**src/io_expander_consts.svh**
```systemverilog
/*
  Constants of the 16-port serial I/O expander: pin widths, internal
  register indices, reset values and link timing figures.
  Assumes inclusion by the package and the bench by bare name.
*/
`ifndef IO_EXPANDER_CONSTS_SVH
`define IO_EXPANDER_CONSTS_SVH

`define IOX_PORT_W 16
`define IOX_HALF_W 8
`define IOX_SEL_W 2

// upper five target address bits; low two come from the select pins
`define IOX_ADDR_BASE 5'h16

// internal register indices, reached through the link pointer
`define IOX_REG_IN_LO 3'h0
`define IOX_REG_IN_HI 3'h1
`define IOX_REG_OUT_LO 3'h2
`define IOX_REG_OUT_HI 3'h3
`define IOX_REG_DIR_LO 3'h4
`define IOX_REG_DIR_HI 3'h5
`define IOX_REG_LAST 3'h5

// direction bit 1 = input; all ports drive their power-up level
`define IOX_DIR_RESET 16'h0000
// outputs high in reset: open-drain ports stay released until straps land
`define IOX_OUT_RESET 16'hFFFF
`define IOX_POWERUP_TABLE 64'h0000_00FF_FF00_FFFF
`define IOX_STRAP_WAIT 2'h3

`define IOX_CLK_KHZ 200000
`define IOX_SCL_MAX_KHZ 400
`define IOX_SCL_MIN_CYC (`IOX_CLK_KHZ / `IOX_SCL_MAX_KHZ)

`endif

```
**src/io_expander_pkg.sv**
```systemverilog
/*
  Types of the 16-port serial I/O expander: link states and the packed
  state records of the link engine and of the port block.
  Assumes io_expander_consts.svh is on the include path.
*/
`include "io_expander_consts.svh"

package io_expander_pkg;

  typedef enum logic [2:0] {
    ST_IDLE = 3'h0,
    ST_RX = 3'h1,
    ST_ACK = 3'h2,
    ST_TX = 3'h3,
    ST_TXACK = 3'h4
  } link_state_t;

  typedef enum logic [1:0] {
    PH_ADDR = 2'h0,
    PH_CMD = 2'h1,
    PH_DATA = 2'h2
  } link_phase_t;

  typedef struct packed {
    link_state_t state;
    link_phase_t phase;
    logic [7:0] shreg;
    logic [3:0] cnt;
    logic rw;
    logic [2:0] ptr;
    logic sda_oe;
    logic wr_strobe;
    logic [7:0] wr_data;
    logic rd_pulse;
    logic scl_d;
    logic sda_d;
  } link_regs_t;

  typedef struct packed {
    logic scl_s1;
    logic scl_s2;
    logic sda_s1;
    logic sda_s2;
    logic lrst_s1;
    logic lrst_s2;
    logic [`IOX_SEL_W-1:0] sel_s1;
    logic [`IOX_SEL_W-1:0] sel_s2;
    logic [`IOX_PORT_W-1:0] port_s1;
    logic [`IOX_PORT_W-1:0] port_s2;
    logic [`IOX_PORT_W-1:0] port_prev;
    logic [`IOX_PORT_W-1:0] out;
    logic [`IOX_PORT_W-1:0] dir;
    logic [6:0] dev_addr;
    logic [1:0] strap_cnt;
    logic alert;
    logic [`IOX_HALF_W-1:0] pp_oe;
    logic [`IOX_HALF_W-1:0] pp_level;
    logic [`IOX_HALF_W-1:0] od_oe;
  } expander_regs_t;

endpackage : io_expander_pkg

```
**src/serial_io_expander_16port.sv**
```systemverilog
/*
  16-port serial I/O expander: eight push-pull and eight open-drain
  ports, per-port direction, input change alert and a two-wire target.
  Assumes all pins except srst_in are asynchronous to clock_in and that pad logic
  resolves each pin from its output and output enable.
*/
`timescale 1ns/1ps

module serial_io_expander_16port
  import io_expander_pkg::*;
#(
  parameter logic [3:0][`IOX_PORT_W-1:0] POWERUP_TABLE =
    `IOX_POWERUP_TABLE
)
(
  input wire logic clock_in,                      // 200 MHz clock
  input wire logic srst_in,                       // sync reset, high
  input wire logic scl_in,                        // serial clock pin
  input wire logic sda_in,                        // serial data pin
  output logic sda_out,                           // data drive level
  output logic sda_oe_out,                        // data pull-down
  input wire logic link_reset_n_in,               // link reset, low
  input wire logic addr_sel0_in,                  // address select 0
  input wire logic addr_sel1_in,                  // address select 1
  input wire logic [7:0] pushpull_ports_in,       // push-pull levels
  output logic [7:0] pushpull_ports_out,          // push-pull drive
  output logic [7:0] pushpull_ports_oe_out,       // push-pull enable
  input wire logic [7:0] opendrain_ports_in,      // open-drain levels
  output logic [7:0] opendrain_ports_out,         // open-drain drive
  output logic [7:0] opendrain_ports_oe_out,      // open-drain pull
  output logic change_alert_n_out,                // alert drive level
  output logic change_alert_n_oe_out              // alert pull-down
);

  expander_regs_t r;
  expander_regs_t next_r;
  logic link_rst;
  logic [`IOX_PORT_W-1:0] chg;
  logic [7:0] rd_data;
  logic wr_strobe;
  logic [7:0] wr_data;
  logic [2:0] reg_ptr;
  logic rd_pulse;
  logic link_sda_oe;

  // link held idle until the address straps have been caught
  assign link_rst = srst_in | ~r.lrst_s2 | (r.strap_cnt != 2'h0);

  i2c_target_link u_i2c_target_link
  (
    .clock_in(clock_in),
    .srst_in(link_rst),
    .scl_in(r.scl_s2),
    .sda_in(r.sda_s2),
    .dev_addr_in(r.dev_addr),
    .rd_data_in(rd_data),
    .sda_oe_out(link_sda_oe),
    .wr_strobe_out(wr_strobe),
    .wr_data_out(wr_data),
    .reg_ptr_out(reg_ptr),
    .rd_pulse_out(rd_pulse)
  );

  // changes only count on ports set as inputs, and not while strapping
  assign chg = (r.strap_cnt == 2'h0) ?
    ((r.port_s2 ^ r.port_prev) & r.dir) : '0;

  always_comb
  begin
    unique case (reg_ptr)
      `IOX_REG_IN_LO: rd_data = r.port_s2[7:0];
      `IOX_REG_IN_HI: rd_data = r.port_s2[15:8];
      `IOX_REG_OUT_LO: rd_data = r.out[7:0];
      `IOX_REG_OUT_HI: rd_data = r.out[15:8];
      `IOX_REG_DIR_LO: rd_data = r.dir[7:0];
      `IOX_REG_DIR_HI: rd_data = r.dir[15:8];
      default: rd_data = 8'h00;
    endcase
  end

  always_comb
  begin
    next_r = r;
    next_r.scl_s1 = scl_in;
    next_r.scl_s2 = r.scl_s1;
    next_r.sda_s1 = sda_in;
    next_r.sda_s2 = r.sda_s1;
    next_r.lrst_s1 = link_reset_n_in;
    next_r.lrst_s2 = r.lrst_s1;
    next_r.sel_s1 = {addr_sel1_in, addr_sel0_in};
    next_r.sel_s2 = r.sel_s1;
    next_r.port_s1 = {opendrain_ports_in, pushpull_ports_in};
    next_r.port_s2 = r.port_s1;
    next_r.port_prev = r.port_s2;
    if (r.strap_cnt != 2'h0)
      next_r.strap_cnt = r.strap_cnt - 2'h1;
    if (r.strap_cnt == 2'h1)
    begin
      next_r.dev_addr = {`IOX_ADDR_BASE, r.sel_s2};
      next_r.out = POWERUP_TABLE[r.sel_s2];
    end
    if (wr_strobe)
    begin
      unique case (reg_ptr)
        `IOX_REG_OUT_LO: next_r.out[7:0] = wr_data;
        `IOX_REG_OUT_HI: next_r.out[15:8] = wr_data;
        `IOX_REG_DIR_LO: next_r.dir[7:0] = wr_data;
        `IOX_REG_DIR_HI: next_r.dir[15:8] = wr_data;
        default: ;
      endcase
    end
    // a change in the clearing cycle wins, so no event is lost
    if (|chg)
      next_r.alert = 1'b1;
    else if (rd_pulse)
      next_r.alert = 1'b0;
    next_r.pp_oe = ~next_r.dir[7:0];
    next_r.pp_level = next_r.out[7:0];
    next_r.od_oe = ~next_r.dir[15:8] & ~next_r.out[15:8];
  end

  always_ff @(posedge clock_in)
  begin
    if (srst_in)
    begin
      r <= '0;
      // both sync stages idle high, so no false edge or link reset follows
      r.scl_s1 <= 1'b1;
      r.scl_s2 <= 1'b1;
      r.sda_s1 <= 1'b1;
      r.sda_s2 <= 1'b1;
      r.lrst_s1 <= 1'b1;
      r.lrst_s2 <= 1'b1;
      r.out <= `IOX_OUT_RESET;
      r.dir <= `IOX_DIR_RESET;
      r.strap_cnt <= `IOX_STRAP_WAIT;
    end
    else
      r <= next_r;
  end

  assign sda_out = 1'b0;
  assign sda_oe_out = link_sda_oe;
  assign pushpull_ports_out = r.pp_level;
  assign pushpull_ports_oe_out = r.pp_oe;
  assign opendrain_ports_out = 8'h00;
  assign opendrain_ports_oe_out = r.od_oe;
  assign change_alert_n_out = 1'b0;
  assign change_alert_n_oe_out = r.alert;

  property p_alert_set;
    @(posedge clock_in) disable iff (srst_in)
      (|chg) |=> change_alert_n_oe_out;
  endproperty
  a_alert_set: assert property (p_alert_set)
    else $error("input change did not raise alert");

  property p_alert_hold;
    @(posedge clock_in) disable iff (srst_in)
      (r.alert && !rd_pulse) |=> r.alert;
  endproperty
  a_alert_hold: assert property (p_alert_hold)
    else $error("alert dropped without a read");

  property p_alert_clear;
    @(posedge clock_in) disable iff (srst_in)
      (rd_pulse && !(|chg)) |=> !change_alert_n_oe_out;
  endproperty
  a_alert_clear: assert property (p_alert_clear)
    else $error("read did not clear alert");

  property p_alert_quiet;
    @(posedge clock_in) disable iff (srst_in)
      (!r.alert && !(|chg)) |=> !change_alert_n_oe_out;
  endproperty
  a_alert_quiet: assert property (p_alert_quiet)
    else $error("alert raised without a change");

  property p_alert_od;
    @(posedge clock_in) disable iff (srst_in)
      change_alert_n_oe_out |-> (change_alert_n_out == 1'b0);
  endproperty
  a_alert_od: assert property (p_alert_od)
    else $error("alert pin driven high");

  property p_pp_dir;
    @(posedge clock_in) disable iff (srst_in)
      wr_strobe && reg_ptr == `IOX_REG_DIR_LO
      |=> ##1 pushpull_ports_oe_out == ~$past(wr_data, 2);
  endproperty
  a_pp_dir: assert property (p_pp_dir)
    else $error("push-pull direction not applied");

  property p_od_drive;
    @(posedge clock_in) disable iff (srst_in)
      opendrain_ports_oe_out == (~r.dir[15:8] & ~r.out[15:8]);
  endproperty
  a_od_drive: assert property (p_od_drive)
    else $error("open-drain enable wrong");

  property p_link_reset;
    @(posedge clock_in) disable iff (srst_in)
      !r.lrst_s2 |=> !sda_oe_out && !rd_pulse && !wr_strobe;
  endproperty
  a_link_reset: assert property (p_link_reset)
    else $error("link active during link reset");

  property p_strap;
    @(posedge clock_in) disable iff (srst_in)
      r.strap_cnt == 2'h1 |=>
      r.dev_addr == {`IOX_ADDR_BASE, $past(r.sel_s2)} &&
      r.out == POWERUP_TABLE[$past(r.sel_s2)];
  endproperty
  a_strap: assert property (p_strap)
    else $error("strap address or power-up level wrong");

endmodule : serial_io_expander_16port

```
**src/i2c_target_link.sv**
```systemverilog
/*
  Byte-level two-wire target engine: start/stop detection, address
  match, pointer byte, data writes and auto-incrementing reads.
  Assumes scl and sda are already synchronised to clock_in and that
  the caller supplies read data for the current pointer combinationally.
*/
`timescale 1ns/1ps

module i2c_target_link
  import io_expander_pkg::*;
(
  input wire logic clock_in,          // system clock
  input wire logic srst_in,           // sync reset, also link abort
  input wire logic scl_in,            // synchronised serial clock
  input wire logic sda_in,            // synchronised serial data
  input wire logic [6:0] dev_addr_in, // own target address
  input wire logic [7:0] rd_data_in,  // data at current pointer
  output logic sda_oe_out,            // pull data line low
  output logic wr_strobe_out,         // one-cycle write pulse
  output logic [7:0] wr_data_out,     // byte written
  output logic [2:0] reg_ptr_out,     // register pointer
  output logic rd_pulse_out           // one-cycle read-load pulse
);

  link_regs_t r;
  link_regs_t next_r;
  logic rise;
  logic fall;
  logic start;
  logic stop;
  logic [2:0] ptr_inc;

  assign rise = scl_in & ~r.scl_d;
  assign fall = ~scl_in & r.scl_d;
  assign start = scl_in & r.scl_d & r.sda_d & ~sda_in;
  assign stop = scl_in & r.scl_d & ~r.sda_d & sda_in;
  assign ptr_inc = (r.ptr == `IOX_REG_LAST) ? 3'h0 : r.ptr + 3'h1;

  always_comb
  begin
    next_r = r;
    next_r.wr_strobe = 1'b0;
    next_r.rd_pulse = 1'b0;
    next_r.scl_d = scl_in;
    next_r.sda_d = sda_in;
    if (start)
    begin
      next_r.state = ST_RX;
      next_r.phase = PH_ADDR;
      next_r.cnt = 4'h0;
      next_r.sda_oe = 1'b0;
    end
    else if (stop)
    begin
      next_r.state = ST_IDLE;
      next_r.sda_oe = 1'b0;
    end
    else
    begin
      unique case (r.state)
        ST_IDLE: ;
        ST_RX:
          if (rise)
          begin
            next_r.shreg = {r.shreg[6:0], sda_in};
            next_r.cnt = r.cnt + 4'h1;
          end
          else if (fall && r.cnt == 4'h8)
          begin
            next_r.cnt = 4'h0;
            next_r.state = ST_ACK;
            next_r.sda_oe = 1'b1;
            unique case (r.phase)
              PH_ADDR:
                if (r.shreg[7:1] != dev_addr_in)
                begin
                  next_r.state = ST_IDLE;
                  next_r.sda_oe = 1'b0;
                end
                else
                  next_r.rw = r.shreg[0];
              PH_CMD:
                next_r.ptr = (r.shreg[2:0] > `IOX_REG_LAST) ?
                  3'h0 : r.shreg[2:0];
              PH_DATA:
              begin
                next_r.wr_strobe = 1'b1;
                next_r.wr_data = r.shreg;
              end
              default: next_r.state = ST_IDLE;
            endcase
          end
        ST_ACK:
          if (fall)
          begin
            next_r.sda_oe = 1'b0;
            next_r.state = ST_RX;
            if (r.phase == PH_ADDR && r.rw)
            begin
              next_r.shreg = rd_data_in;
              next_r.sda_oe = ~rd_data_in[7];
              next_r.rd_pulse = 1'b1;
              next_r.state = ST_TX;
            end
            else if (r.phase == PH_DATA)
              next_r.ptr = ptr_inc;
            else if (r.phase == PH_ADDR)
              next_r.phase = PH_CMD;
            else
              next_r.phase = PH_DATA;
          end
        ST_TX:
          if (rise)
            next_r.cnt = r.cnt + 4'h1;
          else if (fall && r.cnt == 4'h8)
          begin
            next_r.sda_oe = 1'b0;
            next_r.cnt = 4'h0;
            next_r.state = ST_TXACK;
          end
          else if (fall)
          begin
            next_r.shreg = {r.shreg[6:0], 1'b0};
            next_r.sda_oe = ~r.shreg[6];
          end
        ST_TXACK:
          if (rise)
          begin
            // controller nack ends the read; wait for stop or start
            if (sda_in)
              next_r.state = ST_IDLE;
            else
              next_r.ptr = ptr_inc;
          end
          else if (fall)
          begin
            next_r.shreg = rd_data_in;
            next_r.sda_oe = ~rd_data_in[7];
            next_r.rd_pulse = 1'b1;
            next_r.state = ST_TX;
          end
        default: next_r.state = ST_IDLE;
      endcase
    end
  end

  always_ff @(posedge clock_in)
  begin
    if (srst_in)
    begin
      r <= '0;
      r.scl_d <= 1'b1;
      r.sda_d <= 1'b1;
    end
    else
      r <= next_r;
  end

  assign sda_oe_out = r.sda_oe;
  assign wr_strobe_out = r.wr_strobe;
  assign wr_data_out = r.wr_data;
  assign reg_ptr_out = r.ptr;
  assign rd_pulse_out = r.rd_pulse;

endmodule : i2c_target_link

```
**config.mk**
```make
export PLATFORM = sky130hd
export DESIGN_NAME = serial_io_expander_16port
export DESIGN_NICKNAME = d
export VERILOG_FILES = /design/src/io_expander_pkg.sv /design/src/serial_io_expander_16port.sv /design/src/i2c_target_link.sv
export VERILOG_INCLUDE_DIRS = /design/src /design/src/src
export SDC_FILE = /design/constraint.sdc
export NUM_CORES = 1
export LEC_CHECK = 0
export ABC_AREA = 1
export BUFFER_PORTS_ARGS = -buffer_cell sky130_fd_sc_hd__buf_2
export CORE_UTILIZATION = 50
export DETAILED_ROUTE_END_ITERATION = 12
export PLACE_DENSITY = 0.78
export SLEW_MARGIN = 30
export SYNTH_ARGS = -nofsm -noshare
export SYNTH_HDL_FRONTEND = slang
export SYNTH_SLANG_ARGS = --single-unit
```
**constraint.sdc**
```tcl
create_clock -name clock_in -period 1.9 [get_ports clock_in]
set_input_delay 0.38 -clock clock_in [delete_from_list [all_inputs] [get_ports clock_in]]
set_output_delay 0.38 -clock clock_in [all_outputs]
set_load 0.03 [all_outputs]
```
==> impl_metrics.sql <==
INSERT INTO impl_metrics (metric_group, metric, value, unit) VALUES
('status', 'status', 'complete, no violations', ''),
('timing', 'tightestPinTransition', '0.5845', 'ns'),
('routing', 'drt-vias-per-instance', '4.950', ''),
('floorplanning', 'chip_width', '117.2', 'µm'),
('floorplanning', 'initial_utilization', '0.5191', ''),
('clocking', 'htree_levels', '4', ''),
('grt', 'grt_max_degree', '95', ''),
('logic_synthesis', 'synth.avg_cell_area', '7.302', 'µm²'),
('power', 'p_clk_frac', '0.455', ''),
('routing', 'routedLengthMet1', '6989', 'µm'),
('final_layout', 'final-instance-count-excl-fill', '1135', ''),
('floorplanning', 'core.rowCount', '41', ''),
('floorplanning', 'die_area', '0.01373', 'mm²'),
('logic_synthesis', 'synth.lib_cells_used.distinct', '39', ''),
('final_layout', 'layout_cell_share_with_drive_strength_beyond_1', '0.1558', ''),
('worst_setup_path', 'timing.critical_path.arrival', '2.12', 'ns'),
('floorplanning', 'dieHeight', '117.2', 'µm'),
('timing', 'timing_max_transition_violations_final', '0', ''),
('final_layout', 'finalInstanceArea', '0.007611', 'mm²'),
('power', 'int_pwr', '5.849', 'mW'),
('grt', 'vias_in_the_first_global_route', '5062', ''),
('power', 'power.density', '1031', 'mW/mm²'),
('placed_design', 'count_of_input_and_output_buffers', '48', ''),
('grt', 'antenna_violations_before_repair', '0', ''),
('logic_synthesis', 'asyncSetResetFlopFracSynth', '0', ''),
('final_layout', 'seq_area', '0.003084', 'mm²'),
('final_layout', 'area_delta_synth_final', '14.80', '%'),
('routing', 'met2_wl_post_dr', '6465', 'µm'),
('power', 'vdd_drop_max', '0.6551', 'mV'),
('worst_setup_path', 'path_max_fanout', '9', ''),
('clocking', 'clock-sinks', '154', ''),
('routing', 'routed-via-count', '5618', ''),
('routing', 'drt-pass1-iter-count', '6', ''),
('timing', 'slew-limit-headroom', '0.6089', ''),
('clocking', 'tritoncts.num_buffers', '17', ''),
('logic_synthesis', 'post_synth_inst_count', '908', ''),
('final_layout', 'multiInputGateArea', '0.002660', 'mm²'),
('worst_setup_path', 'crit_path_launch_type', 'register', ''),
('clocking', 'tritoncts', 'built', ''),
('routing', 'drc', '0', ''),
('final_layout', 'mostFrequentLayoutCells', 'sky130_fd_sc_hd__nor2_1, sky130_fd_sc_hd__dfxtp_1, sky130_fd_sc_hd__nand2_1', ''),
('placed_design', 'post_dp_cell_area', '0.006904', 'mm²'),
('logic_synthesis', 'synth_top_flop_cell', 'sky130_fd_sc_hd__dfxtp_1', ''),
('power', 'leakage', '3.690', 'nW'),
('placed_design', 'dp_cells', '1098', ''),
('job', 'cap_violations', '0', ''),
('timing', 'timing.fmax', '571.7', 'MHz'),
('worst_setup_path', 'r2r_slack', '0.15', 'ns'),
('power', 'power_frac_seq', '0.449', ''),
('power', 'netSwitchingFraction', '0.2548', ''),
('timing', 'clock_skew', '0.01995', 'ns'),
('clocking', 'postCtsHoldBufs', '0', ''),
('final_layout', 'num-nets-final', '983', ''),
('timing', 'rsz0062_at_grt', 'true', ''),
('routing', 'top_layer', 'met4', ''),
('logic_synthesis', 'number_of_storage_elements_in_the_synthesis_netlist', '154', ''),
('worst_hold_path', 'hold_class', 'in2reg', ''),
('clocking', 'clkSlewWorstSetupHoldPaths', '0.06', 'ns'),
('power', 'power.combinational.fraction', '0.096', ''),
('timing', 'layout_worst_path_cycle_share', '0.9205', ''),
('grt', 'grt.total_usage', '0.2389', ''),
('logic_synthesis', 'syn_area', '0.006630', 'mm²'),
('logic_synthesis', 'synth_sequential_area_ratio', '0.4650', ''),
('worst_setup_path', 'timing.setup.critical_path_class', 'reg2reg', ''),
('floorplanning', 'io_pins', '59', ''),
('grt', 'grt_remaining_overflow', '0', ''),
('power', 'total_power', '7.849', 'mW'),
('worst_setup_path', 'crit_required', '2.27', 'ns'),
('clocking', 'cts-root-buf', 'sky130_fd_sc_hd__clkbuf_16', ''),
('routing', 'sum_of_met3_wire_segment_lengths_after_detailed_routing', '1215', 'µm'),
('timing', 'timing.final.crit_period', '1.749', 'ns');
[final cells by class]
type,instances,area share
Sequential cell,154,0.4052
Timing Repair Buffer,69,0.05721
Multi-Input combinational cell,552,0.3495
Clock inverter,13,0.02334
Tap cell,172,0.02828
Clock buffer,19,0.05951
Inverter,156,0.07694
[final timing paths]
path                                 from                 endpoint  depth (start not counted)
setup / recovery  u_i2c_target_link.r[29]  u_i2c_target_link.r[24]                         11
setup reg to reg  u_i2c_target_link.r[29]  u_i2c_target_link.r[24]                         11
hold / removal                     scl_in              next_r[122]                          2
hold reg to reg                next_r[95]               next_r[79]                          2
[layer usage]
layer	track usage	up-vias
li1	-	2869
met1	0.3206	2459
met2	0.3596	259
met3	0.06128	31
met4	0.1114	0
met5	0	-
[metrics by stage]
stage	TNS (ns)	setup WS, ns	util
2_1_floorplan	0	0.3692	-
3_3_place_gp	0	0.1687	0.5405
3_5_place_dp	0	0.1214	0.5405
4_1_cts	0	0.1004	0.5899
5_1_grt	-0.009158	-0.009158	0.5958
6_report	0	0.1510	0.5958
[power by group through the flow]
stage | clock network, mW | logic (mW) | registers [mW]
2_1_floorplan | 0 | 0.668 | 3.56
3_3_place_gp | 0 | 0.735 | 3.59
3_5_place_dp | 0 | 0.747 | 3.59
4_1_cts | 3.63 | 0.750 | 3.52
5_1_grt | 3.79 | 0.855 | 3.54
6_report | 3.57 | 0.756 | 3.52
[flip-flops by register name, indices dropped and copies added (netlist names)]
name	count
next_r	37
u_i2c_target_link.sda_oe_out	1
change_alert_n_oe_out	1
u_i2c_target_link.wr_strobe_out	1
u_i2c_target_link.r	20
pushpull_ports_oe_out	8
pushpull_ports_out	8
u_i2c_target_link.reg_ptr_out	3
r	58
opendrain_ports_oe_out	8
u_i2c_target_link.wr_data_out	8
u_i2c_target_link.rd_pulse_out	1
[what timing repair did]
action,4_1_cts,5_1_grt
endpoints found under the setup margin,0,22
setup buffers,0,5
resized for setup,0,4
hold endpoints to repair,0,0
[synth_stat cells, types with 10 or more instances]
library cell	number	area, µm²
sky130_fd_sc_hd__nor3_1	16	80.08
sky130_fd_sc_hd__o22ai_1	14	87.58
sky130_fd_sc_hd__inv_1	140	525.5
sky130_fd_sc_hd__o21ai_0	45	225.2
sky130_fd_sc_hd__clkbuf_1	14	52.55
sky130_fd_sc_hd__inv_2	15	56.30
sky130_fd_sc_hd__a21oi_1	29	145.1
sky130_fd_sc_hd__ha_1	10	125.1
sky130_fd_sc_hd__nand2_1	150	563.0
sky130_fd_sc_hd__nand4_1	10	62.56
sky130_fd_sc_hd__dfxtp_1	154	3083
sky130_fd_sc_hd__o21ai_1	21	105.1
sky130_fd_sc_hd__a211oi_1	11	82.58
sky130_fd_sc_hd__buf_4	36	270.3
sky130_fd_sc_hd__nand3_1	22	110.1
sky130_fd_sc_hd__nor2_1	165	619.3
[worst max-delay path, cell delays in order, from the launching register on]
cell and delay [ns]:
sky130_fd_sc_hd__dfxtp_1 0.33, sky130_fd_sc_hd__inv_1 0.11, sky130_fd_sc_hd__ha_1 0.22, sky130_fd_sc_hd__nand2_1 0.07, sky130_fd_sc_hd__inv_1 0.09, sky130_fd_sc_hd__o22ai_1 0.13
sky130_fd_sc_hd__nor3_4 0.25, sky130_fd_sc_hd__buf_12 0.15, sky130_fd_sc_hd__nand3_4 0.10, sky130_fd_sc_hd__nand2_1 0.09, sky130_fd_sc_hd__nand2_1 0.05, sky130_fd_sc_hd__nor2_1 0.10
[cell families (layout without fill, tap and decap cells)]
group / count (synthesis) / after routing / synth area share
buffers and inverters: 211 / 257 / 0.1408
and+or+nand+nor: 399 / 399 / 0.2621
adders and majority gates: 10 / 10 / 0.01887
AOI/OAI and AO/OA: 130 / 130 / 0.1087
other: 1 / 10 / 0.0005656
xor gates and xnor gates: 3 / 3 / 0.003964
DFF: 154 / 154 / 0.4650
(Power assumes the default switching activity.)
